==> src/hw/ipsc_consts.svh <==
/*
  Constants of the image port stream coder: register offsets, reset values,
  fixed byte values of the output coding and the burst length.
  Assumes inclusion by bare name from the design files.
*/
`ifndef IPSC_CONSTS_SVH
`define IPSC_CONSTS_SVH

// ********************************************************************
// Register byte offsets
// ********************************************************************
`define IPSC_ADDR_CTRL      5'h00
`define IPSC_ADDR_DID       5'h04
`define IPSC_ADDR_SLICE_SOURCE_TAG      5'h08
`define IPSC_ADDR_POL       5'h0c
`define IPSC_ADDR_FSEL      5'h10
`define IPSC_ADDR_STATUS    5'h14

// ********************************************************************
// Field positions and reset values
// ********************************************************************
`define IPSC_CTRL_CODES_EN  0
`define IPSC_CTRL_TRIG      1
`define IPSC_CTRL_PAGE_A    2
`define IPSC_CTRL_PAGE_B    3
`define IPSC_CTRL_RST       4'h1
`define IPSC_DID_RST        6'h3e
`define IPSC_SLICE_SOURCE_TAG_RST       6'h00
`define IPSC_POL_RST        5'h00
`define IPSC_FSEL_RST       4'h0

// ********************************************************************
// Output coding values
// ********************************************************************
`define IPSC_BYTE_INVALID   8'h00
`define IPSC_BYTE_FF        8'hff
`define IPSC_PAD_BYTE       8'ha0
`define IPSC_DC_CODES       6'h0b
`define IPSC_DID_MSB1       6'h3e
`define IPSC_ID_BYTES       8'h02
// Timing code bytes, index {msb, kind[1:0], field}, entry 0 in low byte
`define IPSC_CODE_LUT       128'hf1b6_ecab_da9d_c780_7f38_6225_5413_490e

// ********************************************************************
// Timing counts
// ********************************************************************
`define IPSC_BURST_LEN      8

`endif

==> src/hw/ipsc_pkg.sv <==
/*
  Types of the image port stream coder: arbiter states, timing code kinds
  and flag pin selections.
  Assumes nothing beyond a SystemVerilog compiler.
*/
package ipsc_pkg;

  // Gray coded along IDLE, PRE, VPIX and HDR, TDAT, TTRL
  typedef enum logic [2:0] {
    IPSC_ST_IDLE = 3'h0,
    IPSC_ST_PRE  = 3'h1,
    IPSC_ST_VPIX = 3'h3,
    IPSC_ST_HDR  = 3'h2,
    IPSC_ST_TDAT = 3'h6,
    IPSC_ST_TTRL = 3'h7
  } ipsc_state_t;

  typedef enum logic [1:0] {
    IPSC_K_SAV_ACT = 2'h0,
    IPSC_K_EAV_ACT = 2'h1,
    IPSC_K_SAV_VBL = 2'h2,
    IPSC_K_EAV_VBL = 2'h3
  } ipsc_kind_t;

  typedef enum logic [1:0] {
    IPSC_F_SLICED = 2'h0,
    IPSC_F_HGATE  = 2'h1,
    IPSC_F_VGATE  = 2'h2,
    IPSC_F_QUAL   = 2'h3
  } ipsc_fsel_t;

endpackage

==> src/hw/ipsc_top.sv <==
/*
  Image port stream coder: arbitrates video lines and sliced text lines onto
  one byte bus, inserts timing codes, frames text packets and drives the
  qualifier, gate and flag pins. Registers over Avalon-MM with waitrequest.
  Assumes video and text sources on CORE_CLK; only SINK_READY_GATE is a pin.
*/
`timescale 1ns/1ps
`default_nettype none
`include "ipsc_consts.svh"

// Summary of operation
// - Text only between video lines, no pending video
// - Gate signals frame data, or rising-edge triggers
// - Qualifier with data; invalid cycles carry 00
// - Timing codes can be suppressed
// - Sink gate holds output; bursts of fixed length
// - Signals mappable to pins, polarity programmable
// - Active line start code 0E/49/80/C7
// - Active line end code 13/54/9D/DA
// - Last active or blanking end 38/7F/B6/F1
// - Preamble FF 00 00 before each code
// - Video code MSB is inverted page select
// - Text code MSB 1 for 3E, 0 for 3F
// - Source tag byte: six bits plus parities
// - Code framing: Dword count fixed 4B
// - Ancillary framing: count is (n+5)/4
// - ID bytes: parity, field, line, type
// - Code framing pads unused bytes with A0
// - Checksum from code byte to last data or pad byte
// - Byte count counts valid bytes from ID1
// - Even/inverted parity; ID bytes odd parity
// - Sliced flag: set on first text byte, clear on SAV
// - Field bit 0/1; V=0 active, H=0 start
module ipsc_top
  import ipsc_pkg::*;
#(
  parameter int BURST_LEN = `IPSC_BURST_LEN
) (
  // Clock, reset, enable
  input  wire logic        CORE_CLK,
  input  wire logic        RST,
  input  wire logic        CE,
  // Avalon-MM slave
  input  wire logic [4:0]  AVS_ADDRESS,
  input  wire logic        AVS_READ,
  input  wire logic        AVS_WRITE,
  input  wire logic [31:0] AVS_WRITEDATA,
  input  wire logic [3:0]  AVS_BYTEENABLE,
  output logic      [31:0] AVS_READDATA,
  output logic             AVS_WAITREQUEST,
  // Scaled video source
  input  wire logic        VID_LINE_REQ,
  input  wire logic        VID_LINE_VBLANK,
  input  wire logic        VID_LINE_LAST,
  input  wire logic        VID_FIELD,
  input  wire logic        VID_TASK_B,
  input  wire logic        VID_FIFO_PENDING,
  input  wire logic        VID_VALID,
  input  wire logic [7:0]  VID_DATA,
  input  wire logic        VID_END,
  output logic             VID_READY,
  // Sliced text source
  input  wire logic        TXT_REQ,
  input  wire logic        TXT_FIELD,
  input  wire logic [8:0]  TXT_LINE,
  input  wire logic [3:0]  TXT_TYPE,
  input  wire logic [5:0]  TXT_COUNT,
  input  wire logic        TXT_VALID,
  input  wire logic [7:0]  TXT_DATA,
  output logic             TXT_READY,
  output logic             TXT_DONE,
  // Image port pins
  input  wire logic        SINK_READY_GATE,
  output logic      [7:0]  PORT_DATA,
  output logic             OUTPUT_QUALIFIER_PIN,
  output logic             HORIZONTAL_GATE_PIN,
  output logic             VERTICAL_GATE_PIN,
  output logic             GENERAL_FLAG_PIN_A,
  output logic             GENERAL_FLAG_PIN_B
);

  if (BURST_LEN < 1 || BURST_LEN > 256) begin : g_chk
    $error("BURST_LEN must lie in 1 to 256");
  end

  localparam logic [7:0] BURST_LOAD = 8'(BURST_LEN - 1);

  // ******************************************************************
  // Parity and lookup functions
  // ******************************************************************
  function automatic logic [7:0] ep_byte(input logic [5:0] d);
    ep_byte = {~(^d), ^d, d};
  endfunction

  function automatic logic [7:0] op_byte(input logic [6:0] d);
    op_byte = {~(^d), d};
  endfunction

  function automatic logic [7:0] code_lut(input logic msb, input ipsc_kind_t k,
                                          input logic field_identifier);
    logic [127:0] lut;
    lut = `IPSC_CODE_LUT;
    code_lut = lut[{msb, k, field_identifier, 3'h0} +: 8];
  endfunction

  function automatic logic flag_mux(input logic [1:0] sel, input logic sl,
                                    input logic hg, input logic vg, input logic q);
    case (sel)
      IPSC_F_SLICED: flag_mux = sl;
      IPSC_F_HGATE:  flag_mux = hg;
      IPSC_F_VGATE:  flag_mux = vg;
      default:       flag_mux = q;
    endcase
  endfunction

  // ******************************************************************
  // State
  // ******************************************************************
  ipsc_state_t st_r, st_nxt;
  logic [7:0]  cnt_r, cnt_nxt;
  logic        eav_r, eav_nxt, txt_r, txt_nxt;
  logic        anc_r, msb_r, fid_r, vbl_r, last_r, tfirst_r;
  logic [7:0]  cs_r, burst_r, data_r;
  logic        qual_r, hgate_r, vgate_r, hprev_r, vprev_r, sl_flag_r;
  logic        gate_m_r, gate_s_r, ack_r;
  logic [3:0]  ctrl_r, fsel_r;
  logic [5:0]  did_r, slice_source_tag_r;
  logic [4:0]  pol_r;
  logic [31:0] rdata_r;

  // ******************************************************************
  // Avalon-MM slave
  // ******************************************************************
  // Every access costs one wait cycle so read data always come from a flop
  wire        req      = AVS_READ | AVS_WRITE;
  wire        acc_done = req & ack_r & CE;
  wire        wr_en    = AVS_WRITE & acc_done & AVS_BYTEENABLE[0];
  wire        sel_ctrl = AVS_ADDRESS == `IPSC_ADDR_CTRL;
  wire        sel_did  = AVS_ADDRESS == `IPSC_ADDR_DID;
  wire        sel_slice_source_tag = AVS_ADDRESS == `IPSC_ADDR_SLICE_SOURCE_TAG;
  wire        sel_pol  = AVS_ADDRESS == `IPSC_ADDR_POL;
  wire        sel_fsel = AVS_ADDRESS == `IPSC_ADDR_FSEL;
  wire        sel_stat = AVS_ADDRESS == `IPSC_ADDR_STATUS;
  wire [31:0] rd_mux   = sel_ctrl ? {28'h0, ctrl_r} :
                         sel_did  ? {26'h0, did_r} :
                         sel_slice_source_tag ? {26'h0, slice_source_tag_r} :
                         sel_pol  ? {27'h0, pol_r} :
                         sel_fsel ? {28'h0, fsel_r} :
                         sel_stat ? {26'h0, st_r, sl_flag_r, vgate_r, hgate_r} : 32'h0;

  assign AVS_WAITREQUEST = req & ~(ack_r & CE);
  assign AVS_READDATA    = rdata_r;

  always_ff @(posedge CORE_CLK) begin
    if (RST) begin
      ack_r   <= 1'b0;
      rdata_r <= 32'h0;
    end else if (CE) begin
      ack_r   <= req & ~ack_r;
      rdata_r <= rd_mux;
    end
  end

  always_ff @(posedge CORE_CLK) begin
    if (RST) begin
      ctrl_r <= `IPSC_CTRL_RST;
      did_r  <= `IPSC_DID_RST;
      slice_source_tag_r <= `IPSC_SLICE_SOURCE_TAG_RST;
      pol_r  <= `IPSC_POL_RST;
      fsel_r <= `IPSC_FSEL_RST;
    end else if (wr_en) begin
      if (sel_ctrl) ctrl_r <= AVS_WRITEDATA[3:0];
      if (sel_did)  did_r  <= AVS_WRITEDATA[5:0];
      if (sel_slice_source_tag) slice_source_tag_r <= AVS_WRITEDATA[5:0];
      if (sel_pol)  pol_r  <= AVS_WRITEDATA[4:0];
      if (sel_fsel) fsel_r <= AVS_WRITEDATA[3:0];
    end
  end

  // ******************************************************************
  // Sink gate and burst counter
  // ******************************************************************
  // Once a burst starts it runs to its end even if the gate drops
  wire adv = CE & (gate_s_r | (burst_r != 8'h0));

  always_ff @(posedge CORE_CLK) begin
    if (RST) begin
      gate_m_r <= 1'b0;
      gate_s_r <= 1'b0;
      burst_r  <= 8'h0;
    end else if (CE) begin
      gate_m_r <= SINK_READY_GATE;
      gate_s_r <= gate_m_r;
      if (burst_r != 8'h0)
        burst_r <= burst_r - 8'h1;
      else if (gate_s_r)
        burst_r <= BURST_LOAD;
    end
  end

  // ******************************************************************
  // Byte selection
  // ******************************************************************
  wire        codes_en   = ctrl_r[`IPSC_CTRL_CODES_EN];
  wire        did_anc    = did_r < `IPSC_DID_MSB1;
  wire [6:0]  anc_dc7    = 7'(({1'b0, TXT_COUNT} + 7'd5) >> 2);
  wire [5:0]  dc_val     = anc_r ? anc_dc7[5:0] : `IPSC_DC_CODES;
  wire [7:0]  region_end = {dc_val, 2'b00} - 8'h1;
  wire [7:0]  valid_n    = {2'b00, TXT_COUNT} + `IPSC_ID_BYTES;
  wire        need_txt   = (st_r == IPSC_ST_TDAT) & (cnt_r >= `IPSC_ID_BYTES)
                           & (cnt_r < valid_n);
  wire        vid_msb    = ~(VID_TASK_B ? ctrl_r[`IPSC_CTRL_PAGE_B]
                                        : ctrl_r[`IPSC_CTRL_PAGE_A]);
  ipsc_kind_t kind;
  assign kind = txt_r ? (eav_r ? IPSC_K_EAV_VBL : IPSC_K_SAV_VBL) :
                eav_r ? ((vbl_r | last_r) ? IPSC_K_EAV_VBL : IPSC_K_EAV_ACT) :
                (vbl_r ? IPSC_K_SAV_VBL : IPSC_K_SAV_ACT);
  wire [7:0]  pre_byte   = anc_r ? ((cnt_r == 8'h0) ? 8'h00 : `IPSC_BYTE_FF)
                                 : ((cnt_r == 8'h0) ? `IPSC_BYTE_FF : 8'h00);
  wire [7:0]  code_byte  = anc_r ? ep_byte(did_r) : code_lut(msb_r, kind, fid_r);
  wire [7:0]  head_byte  = (st_r == IPSC_ST_PRE) ? ((cnt_r == 8'h3) ? code_byte : pre_byte) :
                           (cnt_r == 8'h0) ? ep_byte(slice_source_tag_r) : ep_byte(dc_val);
  wire [7:0]  tdat_byte  = (cnt_r == 8'h0) ? op_byte({fid_r, TXT_LINE[8:3]}) :
                           (cnt_r == 8'h1) ? op_byte({TXT_LINE[2:0], TXT_TYPE}) :
                           need_txt ? TXT_DATA : `IPSC_PAD_BYTE;
  wire [7:0]  trl_byte   = (cnt_r == 8'h0) ? {cs_r[6], cs_r[6:0]}
                                           : op_byte({1'b0, valid_n[5:0]});
  wire [7:0]  out_byte   = (st_r == IPSC_ST_VPIX) ? VID_DATA :
                           (st_r == IPSC_ST_TDAT) ? tdat_byte :
                           (st_r == IPSC_ST_TTRL) ? trl_byte : head_byte;
  wire        emit = adv & ((st_r == IPSC_ST_PRE) | (st_r == IPSC_ST_HDR) |
                            (st_r == IPSC_ST_TTRL) | (st_r == IPSC_ST_VPIX & VID_VALID) |
                            (st_r == IPSC_ST_TDAT & (~need_txt | TXT_VALID)));
  wire        code_ev = emit & (st_r == IPSC_ST_PRE) & (cnt_r == 8'h3);
  wire        vstart  = CE & (st_r == IPSC_ST_IDLE) & VID_LINE_REQ;
  wire        sav_ev  = (code_ev & ~txt_r & ~eav_r) | (vstart & ~codes_en);
  wire        pix_end = emit & (st_r == IPSC_ST_VPIX) & VID_END;
  wire        cs_add  = emit & txt_r & ((st_r == IPSC_ST_HDR) | (st_r == IPSC_ST_TDAT) |
                                        (code_ev & ~eav_r));

  assign VID_READY = adv & (st_r == IPSC_ST_VPIX);
  assign TXT_READY = adv & need_txt;
  assign TXT_DONE  = emit & (st_r == IPSC_ST_TTRL) & (cnt_r == 8'h1);

  // ******************************************************************
  // Arbiter and framing sequencer
  // ******************************************************************
  always_comb begin
    st_nxt  = st_r;
    cnt_nxt = cnt_r;
    eav_nxt = eav_r;
    txt_nxt = txt_r;
    case (st_r)
      IPSC_ST_IDLE: begin
        cnt_nxt = 8'h0;
        eav_nxt = 1'b0;
        if (VID_LINE_REQ) begin
          txt_nxt = 1'b0;
          st_nxt  = codes_en ? IPSC_ST_PRE : IPSC_ST_VPIX;
        end else if (TXT_REQ && !VID_FIFO_PENDING) begin
          txt_nxt = 1'b1;
          st_nxt  = (codes_en || did_anc) ? IPSC_ST_PRE : IPSC_ST_HDR;
        end
      end
      IPSC_ST_PRE: begin
        if (emit) begin
          cnt_nxt = cnt_r + 8'h1;
          if (cnt_r == 8'h3) begin
            cnt_nxt = 8'h0;
            st_nxt  = eav_r ? IPSC_ST_IDLE : (txt_r ? IPSC_ST_HDR : IPSC_ST_VPIX);
          end
        end
      end
      IPSC_ST_VPIX: begin
        if (pix_end) begin
          eav_nxt = 1'b1;
          st_nxt  = codes_en ? IPSC_ST_PRE : IPSC_ST_IDLE;
        end
      end
      IPSC_ST_HDR: begin
        if (emit) begin
          cnt_nxt = (cnt_r == 8'h1) ? 8'h0 : cnt_r + 8'h1;
          if (cnt_r == 8'h1) st_nxt = IPSC_ST_TDAT;
        end
      end
      IPSC_ST_TDAT: begin
        if (emit) begin
          cnt_nxt = (cnt_r == region_end) ? 8'h0 : cnt_r + 8'h1;
          if (cnt_r == region_end) st_nxt = IPSC_ST_TTRL;
        end
      end
      IPSC_ST_TTRL: begin
        if (emit) begin
          cnt_nxt = cnt_r + 8'h1;
          if (cnt_r == 8'h1) begin
            cnt_nxt = 8'h0;
            eav_nxt = 1'b1;
            st_nxt  = (codes_en && !anc_r) ? IPSC_ST_PRE : IPSC_ST_IDLE;
          end
        end
      end
      default: st_nxt = IPSC_ST_IDLE;
    endcase
  end

  always_ff @(posedge CORE_CLK) begin
    if (RST) begin
      st_r  <= IPSC_ST_IDLE;
      cnt_r <= 8'h0;
      eav_r <= 1'b0;
      txt_r <= 1'b0;
    end else if (CE) begin
      st_r  <= st_nxt;
      cnt_r <= cnt_nxt;
      eav_r <= eav_nxt;
      txt_r <= txt_nxt;
    end
  end

  // Line attributes are caught when the arbiter takes a line
  always_ff @(posedge CORE_CLK) begin
    if (RST) begin
      anc_r  <= 1'b0;
      msb_r  <= 1'b0;
      fid_r  <= 1'b0;
      vbl_r  <= 1'b0;
      last_r <= 1'b0;
    end else if (CE && st_r == IPSC_ST_IDLE) begin
      anc_r  <= ~VID_LINE_REQ & did_anc;
      msb_r  <= VID_LINE_REQ ? vid_msb : (did_r == `IPSC_DID_MSB1);
      fid_r  <= VID_LINE_REQ ? VID_FIELD : TXT_FIELD;
      vbl_r  <= VID_LINE_VBLANK;
      last_r <= VID_LINE_LAST;
    end
  end

  // ******************************************************************
  // Output byte, checksum and reference signals
  // ******************************************************************
  always_ff @(posedge CORE_CLK) begin
    if (RST) begin
      data_r    <= `IPSC_BYTE_INVALID;
      qual_r    <= 1'b0;
      cs_r      <= 8'h0;
      tfirst_r  <= 1'b0;
      sl_flag_r <= 1'b0;
      hgate_r   <= 1'b0;
      vgate_r   <= 1'b0;
      hprev_r   <= 1'b0;
      vprev_r   <= 1'b0;
    end else if (CE) begin
      data_r  <= emit ? out_byte : `IPSC_BYTE_INVALID;
      qual_r  <= emit;
      if (st_r == IPSC_ST_IDLE)
        cs_r <= 8'h0;
      else if (cs_add)
        cs_r <= cs_r + out_byte;
      tfirst_r <= (st_r == IPSC_ST_IDLE) ? (TXT_REQ & ~VID_LINE_REQ) : tfirst_r & ~emit;
      if (emit && txt_r && tfirst_r)
        sl_flag_r <= 1'b1;
      else if (sav_ev)
        sl_flag_r <= 1'b0;
      hgate_r <= (st_r == IPSC_ST_VPIX);
      if (pix_end && last_r)
        vgate_r <= 1'b0;
      else if (st_r == IPSC_ST_VPIX && !vbl_r)
        vgate_r <= 1'b1;
      hprev_r <= hgate_r;
      vprev_r <= vgate_r;
    end
  end

  // Pins are flop outputs through trigger edge detect, polarity and mapping only
  wire trig_mode = ctrl_r[`IPSC_CTRL_TRIG];
  wire h_ref     = trig_mode ? (hgate_r & ~hprev_r) : hgate_r;
  wire v_ref     = trig_mode ? (vgate_r & ~vprev_r) : vgate_r;

  assign PORT_DATA            = data_r;
  assign OUTPUT_QUALIFIER_PIN = qual_r ^ pol_r[0];
  assign HORIZONTAL_GATE_PIN  = h_ref ^ pol_r[1];
  assign VERTICAL_GATE_PIN    = v_ref ^ pol_r[2];
  assign GENERAL_FLAG_PIN_A   = flag_mux(fsel_r[1:0], sl_flag_r, h_ref, v_ref, qual_r) ^ pol_r[3];
  assign GENERAL_FLAG_PIN_B   = flag_mux(fsel_r[3:2], sl_flag_r, h_ref, v_ref, qual_r) ^ pol_r[4];

  wire bus_wr = AVS_WRITE & ~AVS_WAITREQUEST;
endmodule

`default_nettype wire
==> config.mk <==
export PLATFORM = sky130hd
export DESIGN_NAME = ipsc_top
export DESIGN_NICKNAME = d
export VERILOG_FILES = /design/src/hw/ipsc_pkg.sv /design/src/hw/ipsc_top.sv
export VERILOG_INCLUDE_DIRS = /design/src /design/src/hw
export SDC_FILE = /design/constraint.sdc
export NUM_CORES = 1
export LEC_CHECK = 0
export ABC_AREA = 1
export BUFFER_PORTS_ARGS = -buffer_cell sky130_fd_sc_hd__buf_2
export CAP_MARGIN = 20
export CORE_MARGIN = 2
export CORE_UTILIZATION = 55
export DETAILED_ROUTE_END_ITERATION = 8
export MAX_ROUTING_LAYER = met4
export PLACE_DENSITY = 0.79
export REMOVE_ABC_BUFFERS = 1
export SYNTH_ARGS = -nofsm -noshare
export SYNTH_HDL_FRONTEND = slang
export SYNTH_SLANG_ARGS = --single-unit
==> constraint.sdc <==
create_clock -name CORE_CLK -period 4.3 [get_ports CORE_CLK]
set_input_delay 0.215 -clock CORE_CLK [delete_from_list [all_inputs] [get_ports CORE_CLK]]
set_output_delay 0.215 -clock CORE_CLK [all_outputs]
set_load 0.05 [all_outputs]
==> results by stage, run 1 <==
Cells and area:
- The final layout net count is 1149.
- The fraction of layout instances using a drive strength above 1 is 0.160.
- The repair_antennas step left the layout with diodes totalling 0.
- Fill cells in the final layout number 1095.
- The area added between synthesis and finish is 10.5%.
- The final cell utilization of the core is 0.628.

Critical path:
- The critical-path maximum fanout is 19.
- At the worst endpoint, the arrival time is 3.89 ns.
- STA classifies the critical path startpoint as a register.
- The data required time at the worst endpoint is 4.54 ns.
- The worst register-to-register path has a depth of 24.
- STA classifies the critical path endpoint as a register.
- By startpoint and endpoint, the worst setup path is classified as register to register.

Synthesis:
- The cell with the most instances after synthesis is sky130_fd_sc_hd__nand2_1.
- In the synthesized netlist the async set-or-reset flop fraction comes to 0.
- The synthesized area per cell is 6.49 µm².
- The count of unique library cells instantiated by Yosys is 49.
- The sequential area share after synthesis is 0.265.
- The share of synthesized area in the top cell type comes to 0.265.
- The number of enable flip-flop cells after synthesis is 0.
- Yosys attributes the largest share of cell area to sky130_fd_sc_hd__dfxtp_1 (27%), sky130_fd_sc_hd__nand2_1 (12%), sky130_fd_sc_hd__a21oi_1 (8.1%), sky130_fd_sc_hd__inv_1 (6.7%), sky130_fd_sc_hd__nand3_1 (6.3%).
- The Yosys step of the flow raised 0 warnings.
- Synthesis produced 953 cells.
- The biggest area consumer among synthesized cells is sky130_fd_sc_hd__dfxtp_1.
- For this run, the leading register cell type out of synthesis is sky130_fd_sc_hd__dfxtp_1.
- Counting flops and latches in the post-synthesis netlist gives 82.
- The netlist area before placement is 6180 µm².
- Ranked by instance count, the synthesized netlist is headed by sky130_fd_sc_hd__nand2_1 (192), sky130_fd_sc_hd__inv_1 (111), sky130_fd_sc_hd__a21oi_1 (100).

STA:
- Setup violations remaining at the end of the flow were counted as 0.
- In the finished design, the share of the clock period the worst path needs comes to 0.850.
- The hold violation total from the final report was 0.
- The worst-case clock skew is 0.0188 ns.
- The time the worst path needs with I/O delays and setup is 3.65 ns.
- Setup repair after global routing left no endpoint under its margin.
- Timing would allow up to 274 MHz.
- For the pin with the worst max-slew slack, the measured transition is 0.805 ns.
- The final count of pins violating max slew is 0.
- For the final routed database, the setup TNS stands at 0 ns.
- In this run the tightest slew margin relative to its limit is 0.459.

Global route:
- Entering global routing, the biggest net connects 46 pins.
- In the global route stage, overall resource usage came out at 0.298.
- The number of antenna violations at the first check in global routing is 0.
- The remaining global-route overflow is 0.
- The first-pass GRT wire length is 27.4 mm.
- The number of global-route vias before repair is 5836.

Route:
- The DRC violation count after routing is 0.
- For this run, the detailed router's first-pass iteration total came to 5.
- For this block, the initial DRC count from the detailed router was 554.
- After detailed routing, the total wire length is 17.1 mm.
- The via-per-instance ratio is 5.49.
- In the final routed layout, each cell accounts on average for 14.6 µm.
- Summing over every cut layer, the via total after detailed routing is 6438.
- The detail route stage leaves a number of antenna-violating nets equal to 0.

Clock tree:
- The cell sitting at the root of the clock tree is a sky130_fd_sc_hd__clkbuf_8.
- Clock tree synthesis inserted a total of 9 buffers.
- The post-cts gate resize count is 0.
- TritonCTS built the clock tree.
- CTS saw 82 sinks.
- Buffers added to address setup during post-CTS repair amount to 0.
- After clock tree synthesis, the clock-pin slew on the worst setup and hold paths is 0.10 ns.
- The deepest level of the CTS H-tree is 3.
- The number of buffers on the longest clock path is 2.
- Clock latency on the worst-skew pair, taken at its later pin, is 0.37 ns.
- The number of hold buffers added after cts is 0.

Place:
- The count of input and output buffers is 86.
- The half-perimeter wire length after placement is 13.0 mm.
- The routability congestion estimate is 0.929.

Die:
- The width of the die is 110 µm.
- The initial standard-cell utilization of the core is 0.568.
- The die covers 12100 µm².
- From bottom edge to top edge, the die measures 110 µm.
- The area inside the core boundary is 10900 µm².
- The floorplan has 38 rows.
- For this design the top-level I/O count stands at 142.

Job:
- The tool flagged a number of max-cap violations equal to 0.

Status:
- The flow ran to the end, and the final reports show no timing, DRC or antenna violations.

Hold path:
- The cell depth of the worst min-delay path is 3.
- The type of the tightest min-delay check is primary input to register.

Pwr:
- Summed over all cells, the static leakage comes to 3.28 nW.
- Power spread over the standard cell area amounts to 480 nW/µm².
- VDD sags by at most 0.226 mV.
## final cells by class
cell class                 instances  area [µm²]  share of cell area
tap                              140         175              0.0256
clock buffer                       9         124              0.0181
inverter                         126         483              0.0706
multi-input combinational        720        3850               0.564
sequential                        82        1640               0.240
timing repair buffer              89         453              0.0663
clock inverter                     7         108              0.0157
## final timing paths
| path | start | to | slack (ns) |
|---|---|---|---|
| max | cnt_r[1]$_SDFFE_PP0P_ | cs_r[6]$_SDFFE_PP0P_ | 0.65 |
| max reg2reg | cnt_r[1]$_SDFFE_PP0P_ | cs_r[6]$_SDFFE_PP0P_ | 0.65 |
| min | SINK_READY_GATE | gate_m_r$_SDFFE_PP0P_ | 0.07 |
| min reg2reg | PORT_DATA[0]$_SDFFE_PP0P_ | PORT_DATA[0]$_SDFFE_PP0P_ | 0.47 |
## kinds of logic (layout without fill, tap and decap cells)
family / count (synthesis) / after routing / share of synthesized area
AO/OA/AOI/OAI: 218 / 218 / 0.196
XOR/XNOR: 35 / 35 / 0.0496
adder cells (fa/ha/maj): 28 / 28 / 0.0579
buffers and inverters: 176 / 231 / 0.127
flip-flops: 82 / 82 / 0.265
other: 1 / 26 / 0.000606
AND/OR/NAND/NOR: 413 / 413 / 0.303
## through the flow
step	area, µm²	hold slack [ns]	total power, mW	cells	setup slack [ns]
2_1_floorplan	5980	0.282	2.17	928	1.03
3_3_place_gp	6610	0.441	2.57	1157	0.509
3_5_place_dp	6610	0.448	2.60	1157	0.416
4_1_cts	6840	0.0557	3.27	1173	0.692
5_1_grt	6840	0.0891	3.54	1173	0.234
6_report	6840	0.0653	3.28	1173	0.646
## flip-flops by register name (all words and copies together), names as in the netlist, 3 cells and up
signal and cells:
ctrl_r 4, AVS_READDATA 6, burst_r 8, slice_source_tag_r 6, st_r 3, PORT_DATA 8
fsel_r 4, pol_r 5, cnt_r 8, cs_r 7, did_r 6
## routing by layer
| layer | part of all wire | global-route usage |
|---|---|---|
| met2 | 0.46 | 0.488 |
| met3 | 0.076 | 0.0429 |
| met1 | 0.44 | 0.374 |
| met4 | 0.025 | 0.105 |
| met5 | 0 | - |
## critical path, cell delays in order (launching register included)
cell and delay, ns:
sky130_fd_sc_hd__dfxtp_1 0.45, sky130_fd_sc_hd__inv_1 0.13, sky130_fd_sc_hd__ha_1 0.21, sky130_fd_sc_hd__nand2_1 0.13, sky130_fd_sc_hd__nor2_4 0.12, sky130_fd_sc_hd__nand2_1 0.07
sky130_fd_sc_hd__nand2_1 0.10, sky130_fd_sc_hd__nand2_1 0.12, sky130_fd_sc_hd__nand3_1 0.10, sky130_fd_sc_hd__o211ai_1 0.13, sky130_fd_sc_hd__nand3_1 0.13, sky130_fd_sc_hd__a31oi_2 0.22
sky130_fd_sc_hd__ha_1 0.21, sky130_fd_sc_hd__inv_1 0.06, sky130_fd_sc_hd__fa_1 0.40, sky130_fd_sc_hd__o21ai_0 0.26, sky130_fd_sc_hd__nand2_1 0.11, sky130_fd_sc_hd__nand2_1 0.07
sky130_fd_sc_hd__a21oi_1 0.07, sky130_fd_sc_hd__xnor2_1 0.17, sky130_fd_sc_hd__inv_1 0.07, sky130_fd_sc_hd__nand2_1 0.07, sky130_fd_sc_hd__nand2_1 0.05, sky130_fd_sc_hd__nand2_1 0.05
sky130_fd_sc_hd__a21oi_1 0.05
## power breakdown
group	total [mW]	switching [mW]	internal, mW
logic	1.70	1.17	0.529
clock network	0.662	0.323	0.339
registers	0.925	0.0787	0.846
total	3.28	1.57	1.71
## cells in the final DEF (no fill, tap or decap), types with 5 or more instances in the layout
cell	synthesis	final
sky130_fd_sc_hd__o22ai_1	6	6
sky130_fd_sc_hd__dfxtp_1	82	82
sky130_fd_sc_hd__nor3_1	13	13
sky130_fd_sc_hd__conb_1	1	26
sky130_fd_sc_hd__o21ai_2	5	5
sky130_fd_sc_hd__xor2_1	21	21
sky130_fd_sc_hd__o211ai_1	10	10
sky130_fd_sc_hd__buf_2	7	86
sky130_fd_sc_hd__nand2_2	9	9
sky130_fd_sc_hd__or2_2	8	8
sky130_fd_sc_hd__o21ai_0	67	67
sky130_fd_sc_hd__inv_2	12	12
sky130_fd_sc_hd__nor2_1	77	77
sky130_fd_sc_hd__ha_1	27	27
sky130_fd_sc_hd__a21oi_1	100	100
sky130_fd_sc_hd__nor2_4	7	7
sky130_fd_sc_hd__nand3_1	78	78
sky130_fd_sc_hd__clkbuf_8	0	9
sky130_fd_sc_hd__nand2_1	192	192
sky130_fd_sc_hd__inv_1	111	111
sky130_fd_sc_hd__xnor2_1	14	14
sky130_fd_sc_hd__o21ai_1	8	8
sky130_fd_sc_hd__nand3_2	5	5
sky130_fd_sc_hd__a31oi_1	7	7
sky130_fd_sc_hd__nand4_1	13	13
No activity file was read; power rests on OpenSTA's default activity.
==> run 2, diff against run 1 <==
Settings changed: ABC_AREA 1 to 0, CORE_UTILIZATION 55 to 50, PLACE_DENSITY 0.79 to 0.76.
Clock period 4.3 ns to 3 ns, I/O delays scaled along.
==> run 2 against run 1 <==
Effect of this change: sequential power rose by 42%; synthesized cell count fell by 19%; critical path depth fell by 6; register-to-register slack got worse by 1.5 ns; die area rose by 8.8%; sequential share of layout area fell by 3.7 points; the run now ends with negative setup slack left; synthesized area fell by 0.75%; non-clock buffer count rose by 143; combinational power rose by 69%; core utilization rose by 4.8 points; clock power rose by 77%.
==> results by stage, run 2 <==
Global route:
- The number of global-route vias before repair was 6217.
- Entering global routing, the biggest net connects 43 pins.
- After global routing the overflow that remains totals 0.
- The total global-route track usage is 0.306.
- The first-pass GRT wire length is 30.7 mm.
- The number of antenna violations at the first check in global routing is 0.

Die:
- The width of the die is 115 µm.
- In this run the core area contains 40 standard-cell rows.
- The floorplan step set the die height to 115 µm.
- For this configuration, the core starts out at a cell density of 0.511.
- The area inside the core boundary is 12000 µm².
- During I/O placement, the number of pins put on the boundary was 142.
- The total die area is 13200 µm².

Status:
- The checks that failed: negative setup slack.
- The run finished, with violations left.

Route:
- Dividing the detail-routed wire length by the instance count gives 17.5 µm.
- The first routing iteration left 556 violations.
- Detailed routing inserted a total of 6644 vias.
- Before antenna repair, the detailed router went through 8 iterations.
- The via-per-instance ratio is 5.91.
- The number of nets with antenna violations after routing is 0.
- The routed design has 19.6 mm of wire.
- The DRC violation count after routing is 0.

Critical path:
- STA classifies the critical path endpoint as a register.
- Along the worst path, the maximum fanout reaches 5.
- The worst setup path is launched from a register.
- The startpoint of the most critical setup path is cnt_r[3]$_SDFFE_PP0P_.
- The startpoint-to-endpoint class of the critical path is register to register.
- The worst register-to-register path begins at cnt_r[3]$_SDFFE_PP0P_.
- For the worst setup path, the data arrival time is 4.08 ns.
- The data required time at the worst endpoint is 3.25 ns.

STA:
- The measured slew at the worst slew-check pin is 0.852 ns.
- The hold violation total from the final report is 0.
- The final setup slack of the worst path is -0.831 ns.
- The final number of setup-violating endpoints is 5.
- Counting I/O delays and the setup requirement, the final critical path takes 3.83 ns.
- The worst relative slew slack is 0.432.
- The final count of pins violating max slew is 0.
- Setup repair after global routing could not meet its margin everywhere.
- For the final database, setup skew stands at 0.00606 ns.
- The highest achievable clock rate is 261 MHz.
- In the finished design, the share of the clock period the worst path needs comes to 1.28.

Cells and area:
- The final cell utilization of the core is 0.676.
- The area growth from synthesis to layout is 32.3%.
- 0 antenna diodes ended up in the layout.
- The multi-input combinational cells in the finished layout cover a total of 4340 µm².
- Across the whole layout, storage elements account for 1650 µm².
- The filler cells instantiated in the layout total 973.
- The final layout net count is 1094.
- The library cells used most frequently in the layout, excluding fill and tap cells, are sky130_fd_sc_hd__buf_4 (141), sky130_fd_sc_hd__nor2_1 (95), sky130_fd_sc_hd__buf_2 (86), sky130_fd_sc_hd__dfxtp_1 (77), sky130_fd_sc_hd__nand2_1 (52).
- In the final layout, the share of cells above drive strength 1 is 0.313.
- The most common library cell in the layout ignoring fill and taps is sky130_fd_sc_hd__buf_4.

Synthesis:
- The cell count after synthesis is 774.
- The count of unique library cells instantiated by Yosys is 72.
- The synthesized area per cell is 7.93 µm².
- In this run, synthesis inferred 0 flip-flops with an integrated enable.
- Of the synthesized area, sequential elements account for 0.267.
- In this run, synthesis produced a sequential element count of 82.
- Of all cell types, the one taking the most synthesized area is sky130_fd_sc_hd__dfxtp_1.
- The share of synthesized area in the top cell type comes to 0.267.
- Yosys attributes the largest share of cell area to sky130_fd_sc_hd__dfxtp_1 (27%), sky130_fd_sc_hd__mux2i_1 (5.9%), sky130_fd_sc_hd__nor2_1 (5.8%), sky130_fd_sc_hd__ha_1 (5.5%), sky130_fd_sc_hd__xnor2_1 (4.4%).
- Counting flops with an async set or reset pin after synthesis yields a share of 0.
- The mapped netlist covers 6140 µm².
- In the synthesized netlist the dominant register cell turns out to be sky130_fd_sc_hd__dfxtp_1.
- In the post-synthesis netlist, the cell with the most instances is sky130_fd_sc_hd__nor2_1.
- After synthesis, the most frequently instantiated cells are sky130_fd_sc_hd__nor2_1 (95), sky130_fd_sc_hd__dfxtp_1 (82), sky130_fd_sc_hd__a21oi_1 (54).
- For this run, the number of Yosys warnings is 0.

Clock tree:
- The CTS tree is done.
- The H-tree generated during clock tree synthesis spans 3 levels.
- The clock passes through at most 2 buffers.
- TritonCTS created 9 clock buffers.
- The clock root buffer master is sky130_fd_sc_hd__clkbuf_16.
- The clock-pin transition on the worst setup and hold timing paths is 0.07 ns.
- The number of clock sinks is 82.
- At the later pin of the worst-skew pair, clock insertion delay measures 0.36 ns.

Pwr:
- For this design the total switching power over the nets is 2.22 mW.
- The share of total power dissipated in sequential elements is 0.244.
- For this design the static power due to leakage is 3.62 nW.
- The share of total power dissipated in the clock network is 0.218.
- The internal power is 3.13 mW.
- For this design the ratio of total power to cell area is 659 nW/µm².
- Of the total power, the share spent switching nets is 0.415.
- Of the total power, combinational logic draws 0.538.
- IR analysis of the VDD net gives a maximum drop of 0.381 mV.

Hold path:
- The start point of the worst hold path is VID_LINE_LAST.
- The min-delay analysis places its worst path in the category primary input to register.

Place:
- Prior to clock tree synthesis, the placed netlist has a worst setup slack of -1.06 ns.
- Once detailed placement completed, the half-perimeter wirelength came to 14.8 mm.
- Port buffering added 86 buffers.
- The congestion estimate from routability-driven global placement came to 0.979.

Job:
- The count of max-cap constraint violations is 0.
==> run 2: cell count changes in the layout (fill, tap and decap cells not counted), moves of 17 or more <==
cell,previous run,this run
sky130_fd_sc_hd__a21oi_1,100,51
sky130_fd_sc_hd__buf_4,3,141
sky130_fd_sc_hd__inv_1,111,22
sky130_fd_sc_hd__mux2i_1,0,35
sky130_fd_sc_hd__nand2_1,192,52
sky130_fd_sc_hd__nand3_1,78,21
sky130_fd_sc_hd__nor2_1,77,95
sky130_fd_sc_hd__o21ai_0,67,25
sky130_fd_sc_hd__xnor2_1,14,31
==> run 2: worst paths after layout <==
kind,to,slack [ns],cells past startpoint
hold reg to reg,AVS_READDATA[5]$_SDFFE_PP0P_,0.46,2
setup reg to reg,cs_r[6]$_SDFFE_PP0P_,-0.83,18
setup / recovery,cs_r[6]$_SDFFE_PP0P_,-0.83,18
hold / removal,last_r$_SDFFE_PP0P_,0.03,3
==> run 2: logic make-up (layout without fill, tap and decap cells) <==
family,Yosys count,count (layout),share of synthesized area
muxes,43,43,0.0752
other,1,26,0.000611
adders and majority gates,28,28,0.0583
DFF,82,82,0.267
xor gates and xnor gates,58,58,0.0895
AOI/OAI and AO/OA,201,201,0.222
buffers and inverters,94,273,0.0744
and+or+nand+nor,267,267,0.212
==> run 2: final cells by class <==
cell class                 count  area share
clock inverter                 7     0.00940
inverter                      25      0.0119
sequential                    82       0.204
multi-input combinational    623       0.535
timing repair buffer         232       0.190
tap                          147      0.0227
clock buffer                   9      0.0277
==> run 2: metrics by stage <==
step | cells | setup TNS [ns] | hold WS, ns | area, µm² | total power [mW]
final | 1125 | -1.69 | 0.0287 | 8120 | 5.35
after global routing | 1125 | -2.42 | 0.0455 | 8120 | 5.62
after CTS | 1119 | -1.56 | 0.0282 | 7960 | 5.15
after detailed placement | 1096 | -2.87 | 0.401 | 7480 | 3.86
after global placement | 1096 | -2.67 | 0.392 | 7480 | 3.83
after floorplan | 730 | -3.16 | 0.219 | 5870 | 2.79
==> run 2: routing by layer <==
layer  vias up  GRT usage  wire length [µm]
met3        54     0.0480              1590
li1       3146          -                 -
met2       356      0.476              8950
met4         0      0.135               714
met5         -          -                 0
met1      3088      0.394              8380
==> run 2: what timing repair did <==
item	4_1_cts	5_1_grt
pin swaps	11	21
endpoints found under the hold margin	0	0
setup buffers	7	6
gates resized for setup	32	32
setup endpoints to repair	5	8
gates cloned	0	0
hold buffers	0	0
==> run 2: worst max-delay path: stages, from the launching register on <==
cell	delay (ns)
sky130_fd_sc_hd__dfxtp_4	0.36
sky130_fd_sc_hd__nor4_4	0.41
sky130_fd_sc_hd__nand3_4	0.17
sky130_fd_sc_hd__mux2i_2	0.20
sky130_fd_sc_hd__nor2_1	0.10
sky130_fd_sc_hd__a21oi_1	0.05
sky130_fd_sc_hd__o211ai_1	0.25
sky130_fd_sc_hd__o21bai_4	0.19
sky130_fd_sc_hd__ha_2	0.21
sky130_fd_sc_hd__inv_2	0.04
sky130_fd_sc_hd__fa_2	0.36
sky130_fd_sc_hd__nor2b_4	0.14
sky130_fd_sc_hd__o21ai_2	0.05
sky130_fd_sc_hd__nand2b_1	0.10
sky130_fd_sc_hd__a21o_1	0.15
sky130_fd_sc_hd__a21oi_2	0.07
sky130_fd_sc_hd__or4_4	0.41
sky130_fd_sc_hd__a21oi_2	0.15
sky130_fd_sc_hd__mux2_4	0.31
==> run 2: power by group through the flow <==
stage	combinational (mW)	clock (mW)	sequential (mW)
finish	2.88	1.17	1.31
global route	3.09	1.21	1.32
CTS	2.67	1.17	1.31
detailed placement	2.54	0	1.32
global placement	2.51	0	1.32
floorplan	1.37	0	1.43
